## config.mk

```make
export PLATFORM = sky130hd
export DESIGN_NAME = fos_supervision
export DESIGN_NICKNAME = d
export VERILOG_FILES = /design/src/shared/fos_pkg.sv /design/src/rtl/fos_supervision.sv
export SDC_FILE = /design/constraint.sdc
export NUM_CORES = 1
export LEC_CHECK = 0
export CELL_PAD_IN_SITES_DETAIL_PLACEMENT = 1
export CELL_PAD_IN_SITES_GLOBAL_PLACEMENT = 1
export CORE_MARGIN = 3
export CORE_UTILIZATION = 50
export CTS_CLUSTER_SIZE = 20
export DETAILED_ROUTE_END_ITERATION = 10
export DONT_BUFFER_PORTS = 1
export PLACE_DENSITY_LB_ADDON = 0.08
export REMOVE_ABC_BUFFERS = 1
export SKIP_LAST_GASP = 1
export SYNTH_ARGS = -nofsm -noshare
export SYNTH_HDL_FRONTEND = slang
export SYNTH_SLANG_ARGS = --single-unit
```

## constraint.sdc

```tcl
create_clock -name clk -period 4.52 [get_ports clk]
set_clock_uncertainty 0.1 [all_clocks]
set_input_delay 0.226 -clock clk [delete_from_list [all_inputs] [get_ports clk]]
set_output_delay 0.226 -clock clk [all_outputs]
set_load 0.005 [all_outputs]
```

## src/shared/fos_pkg.sv

```systemverilog
// Purpose: constants for the fault reaction supervision block
// Assumes: one 20 MHz clock, synchronous active-high reset
// Notes:   no software-visible registers
//
// Contract
// - The supervisor sees each failure indication in the same cycle as the collection unit; the code skips indications of sources already pending.
// - For each enabled source the supervisor watches the unit's irq, non-maskable irq, reset and fault pins.
// - If no watched output reacts within the fixed interval the supervisor requests reset.
// - The supervisor needs no software configuration; its timing is fixed in hardware.
// - The chip periodically kicks the external watchdog, which takes each kick as a refresh.
// - The watchdog trigger may be a toggling pin or a message, per application.
// - The collection unit reacts per source with irq, non-maskable irq, reset, pins or none.
// - After software clears a failure the fault pins hold the failure state a minimum time.
package fos_pkg;
    // ****************************************************************
    // timing
    // ****************************************************************
    localparam int CLK_HZ          = 20000000;
    localparam int REACT_NS        = 1000;
    localparam int REACT_CYCLES    = (REACT_NS * (CLK_HZ / 1000000) + 999) / 1000;
    localparam int HOLD_US         = 100;
    localparam int HOLD_CYCLES     = HOLD_US * (CLK_HZ / 1000000);
    localparam int KICK_US         = 1000;
    localparam int KICK_CYCLES     = KICK_US * (CLK_HZ / 1000000);
    // ****************************************************************
    // reaction codes per source
    // ****************************************************************
    localparam logic [2:0] REACT_NONE = 3'h0;
    localparam logic [2:0] REACT_IRQ  = 3'h1;
    localparam logic [2:0] REACT_NMI  = 3'h2;
    localparam logic [2:0] REACT_RST  = 3'h3;
    localparam logic [2:0] REACT_PIN  = 3'h4;
    localparam int         REACT_W    = 3;
    localparam int         NSRC       = 8;
    // ****************************************************************
    // supervisor states
    // ****************************************************************
    typedef enum logic [2:0] {
        SV_IDLE  = 3'b001,
        SV_WATCH = 3'b010,
        SV_FAIL  = 3'b100
    } fos_sv_type;
endpackage

```

## src/rtl/fos_supervision.sv

```systemverilog
// Purpose: fault collection reaction plus its independent output supervisor
// Assumes: inputs synchronous to clk; reaction table is fixed by the integrator
// Notes:   watchdog kick toggles a pin at a fixed period
`timescale 1ns/1ps
module fos_supervision #(
    parameter int                                  NSRC         = fos_pkg::NSRC,
    parameter int                                  REACT_CYCLES = fos_pkg::REACT_CYCLES,
    parameter int                                  HOLD_CYCLES  = fos_pkg::HOLD_CYCLES,
    parameter int                                  KICK_CYCLES  = fos_pkg::KICK_CYCLES,
    parameter logic [NSRC*fos_pkg::REACT_W-1:0]    REACT_MAP    = {NSRC{fos_pkg::REACT_PIN}}
) (
    // clock and reset
    input  wire logic            clk,
    input  wire logic            rst,
    input  wire logic            clk_en,
    // failure sources
    input  wire logic [NSRC-1:0] fault_in,
    input  wire logic            fault_clear,
    // collection unit reactions
    output logic                 fault_irq,
    output logic                 fault_nmi,
    output logic                 fault_reset_req,
    output logic [1:0]           fault_indication_pins,
    // supervisor and external watchdog
    output logic                 sup_reset_req,
    output logic                 wdog_kick
);
    localparam int CW = $clog2(HOLD_CYCLES + REACT_CYCLES + KICK_CYCLES + 2);

    function automatic logic [fos_pkg::REACT_W-1:0] react_of(input int i);
        react_of = REACT_MAP[i*fos_pkg::REACT_W +: fos_pkg::REACT_W];
    endfunction

    // ****************************************************************
    // collection unit
    // ****************************************************************
    logic [NSRC-1:0] pending;
    logic [NSRC-1:0] next_pending;
    logic [NSRC-1:0] en_mask;
    logic [NSRC-1:0] new_fault;
    logic            want_irq;
    logic            want_nmi;
    logic            want_rst;
    logic            want_pin;
    logic [CW-1:0]   hold_cnt;
    logic [CW-1:0]   next_hold_cnt;
    logic            next_irq;
    logic            next_nmi;
    logic            next_rreq;
    logic            next_pin;

    for (genvar g = 0; g < NSRC; g++) begin : g_src
        assign en_mask[g] = (react_of(g) != fos_pkg::REACT_NONE);
    end

    assign new_fault = fault_in & ~pending & en_mask;

    always_comb begin
        want_irq = 1'b0;
        want_nmi = 1'b0;
        want_rst = 1'b0;
        want_pin = 1'b0;
        for (int i = 0; i < NSRC; i++) begin
            if (pending[i]) begin
                want_irq = want_irq | (react_of(i) == fos_pkg::REACT_IRQ);
                want_nmi = want_nmi | (react_of(i) == fos_pkg::REACT_NMI);
                want_rst = want_rst | (react_of(i) == fos_pkg::REACT_RST);
                want_pin = want_pin | (react_of(i) == fos_pkg::REACT_PIN);
            end
        end
        // set wins over clear
        next_pending = (fault_clear ? '0 : pending) | (fault_in & en_mask);
        next_irq  = want_irq;
        next_nmi  = want_nmi;
        next_rreq = want_rst;
        next_hold_cnt = hold_cnt;
        next_pin = fault_indication_pins[0];
        if (want_pin) begin
            next_pin = 1'b1;
            next_hold_cnt = CW'(HOLD_CYCLES);
        end else if (hold_cnt != '0) begin
            next_hold_cnt = hold_cnt - 1'b1;
        end else begin
            next_pin = 1'b0;
        end
    end

    always_ff @(posedge clk) begin
        if (rst) begin
            pending               <= '0;
            hold_cnt              <= '0;
            fault_irq             <= 1'b0;
            fault_nmi             <= 1'b0;
            fault_reset_req       <= 1'b0;
            fault_indication_pins <= 2'h0;
        end else if (clk_en) begin
            pending               <= next_pending;
            hold_cnt              <= next_hold_cnt;
            fault_irq             <= next_irq;
            fault_nmi             <= next_nmi;
            fault_reset_req       <= next_rreq;
            fault_indication_pins <= {~next_pin, next_pin};
        end
    end

    // ****************************************************************
    // output supervisor, fixed in hardware
    // ****************************************************************
    fos_pkg::fos_sv_type sv;
    fos_pkg::fos_sv_type next_sv;
    logic [CW-1:0]       sv_cnt;
    logic [CW-1:0]       next_sv_cnt;
    logic                reacted;
    logic                next_sup;

    // the supervisor taps fault_in through new_fault, masked by pending and en_mask, same cycle as the collection unit
    assign reacted = fault_irq | fault_nmi | fault_reset_req | fault_indication_pins[0];

    always_comb begin
        next_sv     = sv;
        next_sv_cnt = sv_cnt;
        next_sup    = sup_reset_req;
        case (sv)
            fos_pkg::SV_IDLE: begin
                if (|new_fault) begin
                    next_sv     = fos_pkg::SV_WATCH;
                    next_sv_cnt = CW'(REACT_CYCLES);
                end
            end
            fos_pkg::SV_WATCH: begin
                if (|new_fault) begin
                    next_sv_cnt = CW'(REACT_CYCLES);
                end else if (reacted) begin
                    next_sv = fos_pkg::SV_IDLE;
                end else if (sv_cnt == CW'(1)) begin
                    next_sv  = fos_pkg::SV_FAIL;
                    next_sup = 1'b1;
                end else begin
                    next_sv_cnt = sv_cnt - 1'b1;
                end
            end
            fos_pkg::SV_FAIL: begin
                next_sup = 1'b1;
            end
            default: begin
                next_sv = fos_pkg::SV_IDLE;
            end
        endcase
    end

    always_ff @(posedge clk) begin
        if (rst) begin
            sv            <= fos_pkg::SV_IDLE;
            sv_cnt        <= '0;
            sup_reset_req <= 1'b0;
        end else if (clk_en) begin
            sv            <= next_sv;
            sv_cnt        <= next_sv_cnt;
            sup_reset_req <= next_sup;
        end
    end

    // ****************************************************************
    // external watchdog service
    // ****************************************************************
    logic [CW-1:0] kick_cnt;
    logic [CW-1:0] next_kick_cnt;
    logic          next_kick;

    always_comb begin
        next_kick     = wdog_kick;
        next_kick_cnt = kick_cnt - 1'b1;
        if (kick_cnt == '0) begin
            next_kick     = ~wdog_kick;
            next_kick_cnt = CW'(KICK_CYCLES - 1);
        end
    end

    always_ff @(posedge clk) begin
        if (rst) begin
            kick_cnt  <= '0;
            wdog_kick <= 1'b0;
        end else if (clk_en) begin
            kick_cnt  <= next_kick_cnt;
            wdog_kick <= next_kick;
        end
    end

    // ****************************************************************
    // checks
    // ****************************************************************
    property p_timeout;
        @(posedge clk) disable iff (rst)
        (sv == fos_pkg::SV_WATCH && sv_cnt == CW'(1) && !reacted && !(|new_fault) && clk_en)
            |=> sup_reset_req;
    endproperty
    a_timeout: assert property (p_timeout) else $error("no reset after timeout");

    property p_start;
        @(posedge clk) disable iff (rst)
        (sv == fos_pkg::SV_IDLE && |new_fault && clk_en) |=> sv == fos_pkg::SV_WATCH;
    endproperty
    a_start: assert property (p_start) else $error("watch not started");

    property p_cancel;
        @(posedge clk) disable iff (rst)
        (sv == fos_pkg::SV_WATCH && reacted && !(|new_fault) && clk_en)
            |=> sv == fos_pkg::SV_IDLE && !$rose(sup_reset_req);
    endproperty
    a_cancel: assert property (p_cancel) else $error("watch not cancelled");

    property p_restart;
        @(posedge clk) disable iff (rst)
        (sv == fos_pkg::SV_WATCH && |new_fault && clk_en) |=> sv_cnt == CW'(REACT_CYCLES);
    endproperty
    a_restart: assert property (p_restart) else $error("interval not restarted");

    property p_sticky;
        @(posedge clk) disable iff (rst) sup_reset_req |=> sup_reset_req;
    endproperty
    a_sticky: assert property (p_sticky) else $error("supervisor reset dropped");

    property p_pin;
        @(posedge clk) disable iff (rst) (want_pin && clk_en) |=> fault_indication_pins == 2'h1;
    endproperty
    a_pin: assert property (p_pin) else $error("fault pin not driven");

    property p_hold;
        @(posedge clk) disable iff (rst)
        (hold_cnt != '0 && clk_en) |=> fault_indication_pins[0];
    endproperty
    a_hold: assert property (p_hold) else $error("fault pin released early");

    property p_watch;
        @(posedge clk) disable iff (rst)
        (sv == fos_pkg::SV_WATCH && (fault_irq || fault_reset_req) && !(|new_fault) && clk_en)
            |=> sv != fos_pkg::SV_FAIL;
    endproperty
    a_watch: assert property (p_watch) else $error("reaction ignored");

    property p_kick;
        @(posedge clk) disable iff (rst) (kick_cnt == '0 && clk_en) |=> $changed(wdog_kick);
    endproperty
    a_kick: assert property (p_kick) else $error("watchdog not serviced");

    c_fail:  cover property (@(posedge clk) $rose(sup_reset_req));
    c_react: cover property (@(posedge clk) sv == fos_pkg::SV_WATCH ##1 sv == fos_pkg::SV_IDLE);
    c_kick:  cover property (@(posedge clk) $rose(wdog_kick));
endmodule

```

==> results of run 1 <==
==> state kept, by name, summed over array words and instances (netlist names) <==
register / cells
hold_cnt: 15
pending: 8
wdog_kick: 1
fault_indication_pins: 2
sv: 3
kick_cnt: 15
sv_cnt: 15
sup_reset_req: 1
==> power groups by stage <==
stage               clock network [mW]  registers (mW)  logic, mW
floorplan                            0           0.659      0.293
finish                           0.467           0.667      0.383
global placement                     0           0.673      0.348
detailed placement                   0           0.677      0.361
CTS                              0.475           0.667      0.383
global route                     0.498           0.678      0.440
==> how the worst max path moves through the flow <==
stage	start	to	slack (ns)	cells after the start
floorplan	sv[1]	sv_cnt[12]	2.11	5
global placement	hold_cnt[0]	hold_cnt[4]	2.13	8
detailed placement	hold_cnt[0]	hold_cnt[4]	1.94	8
CTS	hold_cnt[0]	hold_cnt[4]	1.92	8
global route	hold_cnt[0]	hold_cnt[4]	1.66	7
finish	hold_cnt[0]	hold_cnt[4]	1.90	8
==> logic make-up (layout without fill, tap and decap cells) <==
group                      count (synthesis)  count (layout)  synth area share
muxes                                      4               4            0.0133
adders and majority gates                  5               5            0.0202
DFF                                       60              60             0.388
and+or+nand+nor                          151             151             0.266
other                                      1               3           0.00121
AOI/OAI and AO/OA                        105             105             0.222
xor gates and xnor gates                  13              13            0.0368
buffers and inverters                     35              43            0.0522
==> per-stage QoR <==
stage	area [µm²]	worst slack, ns	power [mW]
floorplan	3000	2.11	0.952
global placement	3100	2.13	1.02
detailed placement	3100	1.94	1.04
CTS	3400	1.92	1.53
global route	3400	1.66	1.62
finish	3400	1.90	1.52
==> synth_stat cells (all sizes together), types with 2 or more instances <==
| cell type | count |
|---|---|
| inv | 14 |
| or4 | 10 |
| xor2 | 5 |
| o311ai | 3 |
| a311oi | 5 |
| o21ai | 20 |
| mux2i | 3 |
| nor4 | 9 |
| o41ai | 3 |
| o2111ai | 2 |
| buf | 6 |
| nor3b | 2 |
| nand4 | 2 |
| ha | 5 |
| clkbuf | 14 |
| a211o | 2 |
| nand2b | 13 |
| nor2 | 40 |
| nor3 | 11 |
| a22oi | 11 |
| nor4b | 2 |
| o211ai | 7 |
| nand3 | 8 |
| xnor2 | 8 |
| and3 | 2 |
| nand4b | 2 |
| o21a | 3 |
| or2 | 3 |
| a21o | 2 |
| nand2 | 30 |
| dfxtp | 60 |
| o31ai | 3 |
| a31oi | 3 |
| o21bai | 2 |
| a21oi | 35 |
| or3 | 11 |
==> timing repair <==
item                      in CTS  in global routing
gates resized for setup        0                  0
hold buffers                  11                  0
hold endpoints to repair      48                  0
setup buffers                  0                  0
==> layer usage <==
metal,GRT usage,wire [µm]
met4,0.0719,126
met2,0.409,3840
met1,0.310,3800
met5,0,0
met3,0.0471,277
==> worst reg2reg max path, cell delays in order, from the launching register on <==
cell      delay (ns)
dfxtp_1         0.35
inv_1           0.08
ha_1            0.19
nor3b_2         0.33
nand4_1         0.32
or4_1           0.64
a21o_1          0.23
a21oi_1         0.17
a311oi_1        0.08
==> final cells by class <==
cell class                 instances  area (µm²)
inverter                          15        56.3
tap                               75        93.8
fill                             726        2550
timing repair buffer              12         128
clock inverter                     5        52.6
multi-input combinational        281        1740
sequential                        60        1200
clock buffer                      11         131
==> results_dict.tcl, run 1 <==
set metrics [dict create \
    crit_family "simple AND/OR/NAND/NOR gates" \
    syn_area_um2 3090 \
    num_antenna_cells 0 \
    syn_area_per_cell_um2 8.27 \
    synth-edff-count 0 \
    gp_congestion 0.820 \
    grtUsageTotal 0.241 \
    slowest_delay_ns 0.64 \
    htree_levels 3 \
    synth_top_area_share 0.388 \
    cp_max_fo 6 \
    pwr-share-seq 0.440 \
    clock.fmax_mhz 382 \
    overflow 0 \
    seq_area_frac_synth 0.388 \
    rows 28 \
    path_buf_inv 1 \
    final_common_cell "dfxtp_1" \
    antenna_found_initial 0 \
    start_kind "register" \
    grt_pass1_wl_um 14000 \
    insertion_delay_ns 0.33 \
    die_h_um 84.7 \
    wl_um 8050 \
    maxCapViolCount 0 \
    async_flop_share 0 \
    ys_seq_elements 60 \
    r2r-start "hold_cnt[0]" \
    grt_pass1_vias 2936 \
    rr_worst_depth 8 \
    crit_slowest_cell "or4_1" \
    antenna_left 0 \
    swShare 0.334 \
    layout_common_cells "dfxtp_1 (60), nor2_1 (40), a21oi_1 (35)" \
    final_util 0.571 \
    finalHoldViolCount 0 \
    worstSetupPathType "reg -> reg" \
    instances_no_fill 459 \
    wl_per_cell_um 17.5 \
    vias 2823 \
    internal_power_mw 1.01 \
    synth_flop_cell "dfxtp_1" \
    numPortBuffers 0 \
    hold_class "in -> reg" \
    synth.distinct_cells 56 \
    tightest_slew_ns 0.804 \
    max-clock-path-buffers 2 \
    holdPathEnd "kick_cnt[2]" \
    ir_drop_mv 0.295 \
    drtIter0Drc 112 \
    powerDensity_nw_per_um2 446 \
    clock-root-buffer "clkbuf_8" \
    rsz0062_at_grt "false" \
    reg2reg_slack_ns 1.90 \
    hold_ws_ns 0.00312 \
    finalSetupViolCount 0 \
    postSynthCellCount 374 \
    areaGrowthSynthToFinish_pct 9.95 \
    cts_made_buffers 9 \
    die_w_um 84.7 \
    vias_per_cell 6.15 \
    final_nets 396 \
    status "completed" \
    yosys_warnings 0 \
    grt_max_degree 49 \
    drtPass1Iterations 4 \
    tns_ns 0 \
    p_leak_nw 1.28 \
    crit_path_end_kind "register" \
    start_util 0.520 \
    pin_count 19 \
    synth_top_cell_by_area "dfxtp_1" \
    clock_sinks 60 \
    drc 0 \
    fin_crit_sh 0.579 \
    combPwrFrac 0.252 \
    synthTopCellsByArea "dfxtp_1 (39%), a21oi_1 (5.7%), nor2_1 (4.9%), nand2_1 (3.6%), o21ai_0 (3.2%)" \
    dpl.hpwl_um 5160 \
    fin_crit_ns 2.62 \
    timing.final.max_slew_violations 0 \
    drive_above_1_share 0.0703 \
    timing.rr.end "hold_cnt[4]" \
    tritoncts "built" \
    switchingPower_uw 507 \
    min-delay-start "clk_en" \
    cp.required_ns 4.60 \
    min_path_cells 2 \
    clk_pin_slew_worst_paths_ns 0.07 \
    worstPathArrival_ns 2.70 \
    dieArea_um2 7170 \
    pwr-share-clk 0.308 \
    placed_cells 432 \
    core_um2 5960 \
    slew-limit-headroom 0.462 \
    crit_chain "inv_1 -> ha_1 -> nor3b_2 -> nand4_1 -> or4_1 -> a21o_1 -> a21oi_1 -> a311oi_1" \
]
No activity file was read; power rests on OpenSTA's default activity.
==> run 2: changes to the inputs <==
--- a/config.mk
+++ b/config.mk
@@ -8,7 +8,7 @@
 export CELL_PAD_IN_SITES_DETAIL_PLACEMENT = 1
 export CELL_PAD_IN_SITES_GLOBAL_PLACEMENT = 1
 export CORE_MARGIN = 3
-export CORE_UTILIZATION = 50
+export CORE_UTILIZATION = 43
 export CTS_CLUSTER_SIZE = 20
 export DETAILED_ROUTE_END_ITERATION = 10
 export DONT_BUFFER_PORTS = 1
==> constraint.sdc (replaced) <==
create_clock -name clk -period 2.4 [get_ports clk]
set_clock_uncertainty 0.1 [all_clocks]
set_input_delay 0.12 -clock clk [delete_from_list [all_inputs] [get_ports clk]]
set_output_delay 0.12 -clock clk [all_outputs]
set_load 0.005 [all_outputs]
==> results_dict.tcl, run 2 (synthesis results as in run 1) <==
set metrics [dict create \
    status "completed" \
    finalHoldViolCount 0 \
    start_util 0.450 \
    drive_above_1_share 0.111 \
    dpl.hpwl_um 5460 \
    timing.final.max_slew_violations 0 \
    htree_levels 3 \
    start_kind "input port" \
    layout_common_cells "dfxtp_1 (60), nor2_1 (39), a21oi_1 (35)" \
    clock.fmax_mhz 438 \
    grt_pass1_wl_um 14300 \
    wl_met1_um 3990 \
    p_leak_nw 1.37 \
    worstPathArrival_ns 2.45 \
    drtIter0Drc 160 \
    numPortBuffers 0 \
    clock_sinks 60 \
    antenna_found_initial 0 \
    post-place-ws_ns 0.0627 \
    instances_no_fill 494 \
    insertion_delay_ns 0.35 \
    placed_cells 466 \
    cts_made_buffers 9 \
    gp_congestion 0.800 \
    grtUsageTotal 0.214 \
    die_w_um 90.8 \
    crit_family "simple AND/OR/NAND/NOR gates" \
    crit_chain "dlygate4sd3_1 -> buf_12 -> inv_1 -> or3_1 -> o21bai_4 -> or4_1 -> a21oi_1" \
    path_buf_inv 3 \
    place_area_um2 3220 \
    ir_drop_mv 0.448 \
    powerDensity_nw_per_um2 842 \
    wl_per_cell_um 17.0 \
    areaGrowthSynthToFinish_pct 16.0 \
    cp_max_fo 37 \
    met3_length_um 329 \
    wl_um 8390 \
    vias 2869 \
    crit_path_end_kind "register" \
    fin_crit_ns 2.28 \
    drtPass1Iterations 4 \
    worstSetupPathType "in -> reg" \
    finalSetupViolCount 0 \
    rsz0062_at_grt "true" \
    top_layer_used "met4" \
    vias_per_cell 5.81 \
    fin_ws_ns 0.118 \
    tritoncts "built" \
    rows 30 \
    top_regs "hold_cnt: 15 flops, kick_cnt: 15 flops, sv_cnt: 15 flops" \
    drc 0 \
    final_nets 410 \
    grt_max_degree 50 \
    core_um2 6870 \
    fin_crit_sh 0.951 \
    grt_pass1_vias 2928 \
    antenna_left 0 \
    final_common_cell "dfxtp_1" \
    pin_count 19 \
    final_cell_area_um2 3590 \
    dieArea_um2 8250 \
    cts_setup_buffers 0 \
    die_h_um 90.8 \
    max-clock-path-buffers 2 \
    p_total_mw 3.02 \
    maxCapViolCount 0 \
    clock-root-buffer "clkbuf_8" \
    crit_slowest_cell "dlygate4sd3_1" \
    met2_length_um 4000 \
    slowest_delay_ns 0.58 \
    cp.required_ns 2.57 \
    overflow 0 \
    clk_pin_slew_worst_paths_ns 0.06 \
    final_util 0.523 \
    hold_class "in -> reg" \
    tns_ns 0 \
    hold_ws_ns 0.0146 \
    num_antenna_cells 0 \
]
## run 2: layout make-up
type	count	area, µm²
Clock buffer	12	145
Clock inverter	4	72.6
Fill cell	826	3280
Inverter	15	56.3
Multi-Input combinational cell	281	1750
Sequential cell	60	1200
Tap cell	96	120
Timing Repair Buffer	26	245
## run 2: what timing repair did
action / 4_1_cts / 5_1_grt
resized for setup: 0 / 3
hold endpoints to repair: 52 / 0
hold buffers: 12 / 0
endpoints found under the setup margin: 0 / 15
## run 2: worst paths after layout
check | startpoint | endpoint | slack (ns) | depth (start not counted)
min | clk_en | sv_cnt[0] | 0.01 | 3
min reg2reg | kick_cnt[5] | kick_cnt[5] | 0.37 | 2
max reg2reg | hold_cnt[0] | hold_cnt[5] | 0.12 | 9
max | clk_en | sv_cnt[1] | 0.12 | 7
## run 2: power breakdown
group | internal, mW | total [mW] | switching [mW] | leakage [nW]
logic | 0.334 | 0.765 | 0.431 | 0.773
registers | 1.12 | 1.24 | 0.121 | 0.491
clock network | 0.612 | 1.02 | 0.405 | 0.107
## run 2: metal layers
metal	global-route usage	vias to the layer above
li1	-	1401
met1	0.271	1419
met2	0.360	43
met3	0.0617	6
met4	0.0528	0
met5	0	-
## run 2: tightest hold or removal path: stages
cell and delay (ns):
and3_1 0.15, mux2i_1 0.07, nor2_1 0.07
==> run 3: changes to the inputs <==
--- a/config.mk
+++ b/config.mk
@@ -5,13 +5,15 @@
 export SDC_FILE = /design/constraint.sdc
 export NUM_CORES = 1
 export LEC_CHECK = 0
+export ABC_AREA = 1
 export CELL_PAD_IN_SITES_DETAIL_PLACEMENT = 1
 export CELL_PAD_IN_SITES_GLOBAL_PLACEMENT = 1
 export CORE_MARGIN = 3
-export CORE_UTILIZATION = 43
+export CORE_UTILIZATION = 41
 export CTS_CLUSTER_SIZE = 20
 export DETAILED_ROUTE_END_ITERATION = 10
 export DONT_BUFFER_PORTS = 1
+export GPL_ROUTABILITY_DRIVEN = 0
 export PLACE_DENSITY_LB_ADDON = 0.08
 export REMOVE_ABC_BUFFERS = 1
 export SKIP_LAST_GASP = 1
==> results_dict.tcl, run 3 <==
set metrics [dict create \
    status "completed" \
    synth-edff-count 0 \
    crit_path_end_kind "register" \
    busiest_layer "met2" \
    pwr-share-seq 0.379 \
    fillers 1129 \
    swShare 0.369 \
    powerDensity_nw_per_um2 865 \
    synth_top_cell_by_area "dfxtp_1" \
    crit_chain "inv_2 -> nand2_1 -> nand2_1 -> nor2_4 -> nand2_2 -> nor2_8 -> nand2_4 -> nand2_8 -> nand2_2 -> a21oi_2 -> dlygate4sd3_1" \
    postSynthCellCount 553 \
    combPwrFrac 0.318 \
    grt_use_met3 0.0340 \
    cts_setup_buffers 0 \
    grtUsageTotal 0.202 \
    rows 33 \
    r2r-start "pending[1]" \
    top_regs "hold_cnt: 15 flops, kick_cnt: 15 flops, sv_cnt: 15 flops" \
    finalHoldViolCount 0 \
    wl_per_cell_um 13.7 \
    synth_flop_cell "dfxtp_1" \
    drc 0 \
    timing.rr.end "sv_cnt[3]" \
    crit_slowest_cell "dlygate4sd3_1" \
    maxCapViolCount 0 \
    tightest_slew_ns 0.744 \
    antenna_found_initial 0 \
    overflow 0 \
    vias 3377 \
    syn_area_um2 3510 \
    seq_area_frac_synth 0.342 \
    switchingPower_mw 1.25 \
    yosys_warnings 0 \
    fin_crit_sh 0.897 \
    fin_crit_ns 2.15 \
    met1_usage 0.264 \
    min-delay-start "clk_en" \
    dpl.hpwl_um 6570 \
    cp.required_ns 2.57 \
    yosys.cell_count.top_type "nand2_1" \
    max-clock-path-buffers 2 \
    rr_worst_depth 11 \
    startpoint "pending[1]" \
    insertion_delay_ns 0.34 \
    final_nets 583 \
    die_h_um 98.5 \
    synth.distinct_cells 37 \
    reg2reg_slack_ns 0.25 \
    wl_um 9250 \
    start_kind "register" \
    grt_max_degree 26 \
    ir_drop_mv 0.386 \
    grt_pass1_wl_um 16200 \
    ys_seq_elements 60 \
    hold_class "in -> reg" \
    syn_area_per_cell_um2 6.35 \
    tns_ns 0 \
    clk_pin_slew_worst_paths_ns 0.07 \
    core_um2 8260 \
    die_w_um 98.5 \
    vias_per_cell 5.00 \
    antenna_left 0 \
    pin_count 19 \
    clock-root-buffer "clkbuf_8" \
    grt_pass1_vias 3459 \
    synth_top_area_share 0.342 \
    final_common_cell "nand2_1" \
    hold_ws_ns 0.0211 \
    drtIter0Drc 67 \
    worstPathArrival_ns 2.33 \
    drive_above_1_share 0.0893 \
    cp_max_fo 19 \
    clock_sinks 60 \
    num_antenna_cells 0 \
    slowest_delay_ns 0.55 \
    synth_common_cells "nand2_1 (143), nor2_1 (87), inv_1 (66), dfxtp_1 (60), nand3_1 (46)" \
    clock.fmax_mhz 465 \
    rsz0062_at_grt "false" \
    worstSetupPathType "reg -> reg" \
    synthTopCellsByArea "dfxtp_1 (34%), nand2_1 (15%), nor2_1 (9.3%), inv_1 (7.1%), nand3_1 (6.6%)" \
    slew-limit-headroom 0.504 \
    areaGrowthSynthToFinish_pct 11.8 \
    p_leak_nw 1.86 \
    cts_made_buffers 9 \
    layout_common_cells "nand2_1 (143), nor2_1 (87), inv_1 (66)" \
    start_util 0.425 \
    critPathCapture "sv_cnt[3]" \
    numPortBuffers 0 \
    use_met2 0.341 \
    async_flop_share 0 \
    final_util 0.475 \
    pwr-share-clk 0.304 \
    dieArea_um2 9710 \
    internal_power_mw 2.14 \
    finalSetupViolCount 0 \
    tritoncts "built" \
    timing.final.max_slew_violations 0 \
    drtPass1Iterations 4 \
    htree_levels 3 \
]
run 3: cell count changes in the layout (fill, tap and decap cells not counted), moves of 13 or more:
cell      previous run  this run
nand2_1             30       143
inv_1               14        66
nor2_1              39        87
nand3_1              7        46
nand2b_1            13         0
run 3: layout make-up:
type | instances | area [µm²] | share of cell area
clock buffer | 11 | 141 | 0.0360
sequential | 60 | 1200 | 0.306
timing repair buffer | 16 | 165 | 0.0421
multi-input combinational | 400 | 1910 | 0.488
inverter | 79 | 297 | 0.0755
tap | 105 | 131 | 0.0335
clock inverter | 5 | 75.1 | 0.0191
run 3: worst min-delay path by stage:
| stage | end | slack, ns | cells past startpoint |
|---|---|---|---|
| 5_1_grt | fault_indication_pins[1] | 0.06 | 3 |
| 3_3_place_gp | sv_cnt[3] | 0.09 | 1 |
| 2_1_floorplan | sv_cnt[3] | 0.08 | 1 |
| 4_1_cts | fault_indication_pins[1] | 0.01 | 3 |
| 6_report | fault_indication_pins[1] | 0.02 | 3 |
| 3_5_place_dp | sv_cnt[3] | 0.09 | 1 |
run 3: cells by family (layout without fill, tap and decap cells):
| family | Yosys count | count (layout) | share of synthesized area |
|---|---|---|---|
| simple gates | 315 | 315 | 0.398 |
| other cells | 1 | 3 | 0.00107 |
| flops | 60 | 60 | 0.342 |
| xor+xnor | 13 | 13 | 0.0324 |
| buf+inv | 95 | 111 | 0.115 |
| fa+ha+maj | 5 | 5 | 0.0178 |
| compound gates | 64 | 64 | 0.0941 |
run 3: through the flow:
step	power, mW	cell area, µm²	worst slack, ns	std cells
2_1_floorplan	2.10	3410	0.732	539
3_3_place_gp	2.31	3570	0.673	647
3_5_place_dp	2.35	3570	0.608	647
4_1_cts	3.43	3920	0.120	676
5_1_grt	3.67	3930	0.0934	676
6_report	3.40	3930	0.247	676
run 3: routing by layer:
layer	part of all wire	vias to the layer above
met2	0.47	50
li1	-	1740
met3	0.030	10
met4	0.017	0
met1	0.48	1577
met5	0	-
run 3: power groups by stage:
stage	registers, mW	clock network, mW	logic, mW
after CTS	1.29	1.06	1.09
after floorplan	1.27	0	0.833
after global placement	1.30	0	1.01
after global routing	1.31	1.10	1.26
final	1.29	1.03	1.08
after detailed placement	1.31	0	1.05
run 3: timing repair:
item	CTS	global route
setup endpoints to repair	0	1
hold buffers	13	0
gates resized for setup	0	1
endpoints found under the hold margin	31	0
run 3: worst max-delay path: cells and delay by family (launching register included):
| family | cells | cell delay [ns] |
|---|---|---|
| flops | 1 | 0.36 |
| compound gates | 1 | 0.11 |
| simple gates | 8 | 0.91 |
| buf+inv | 2 | 0.59 |
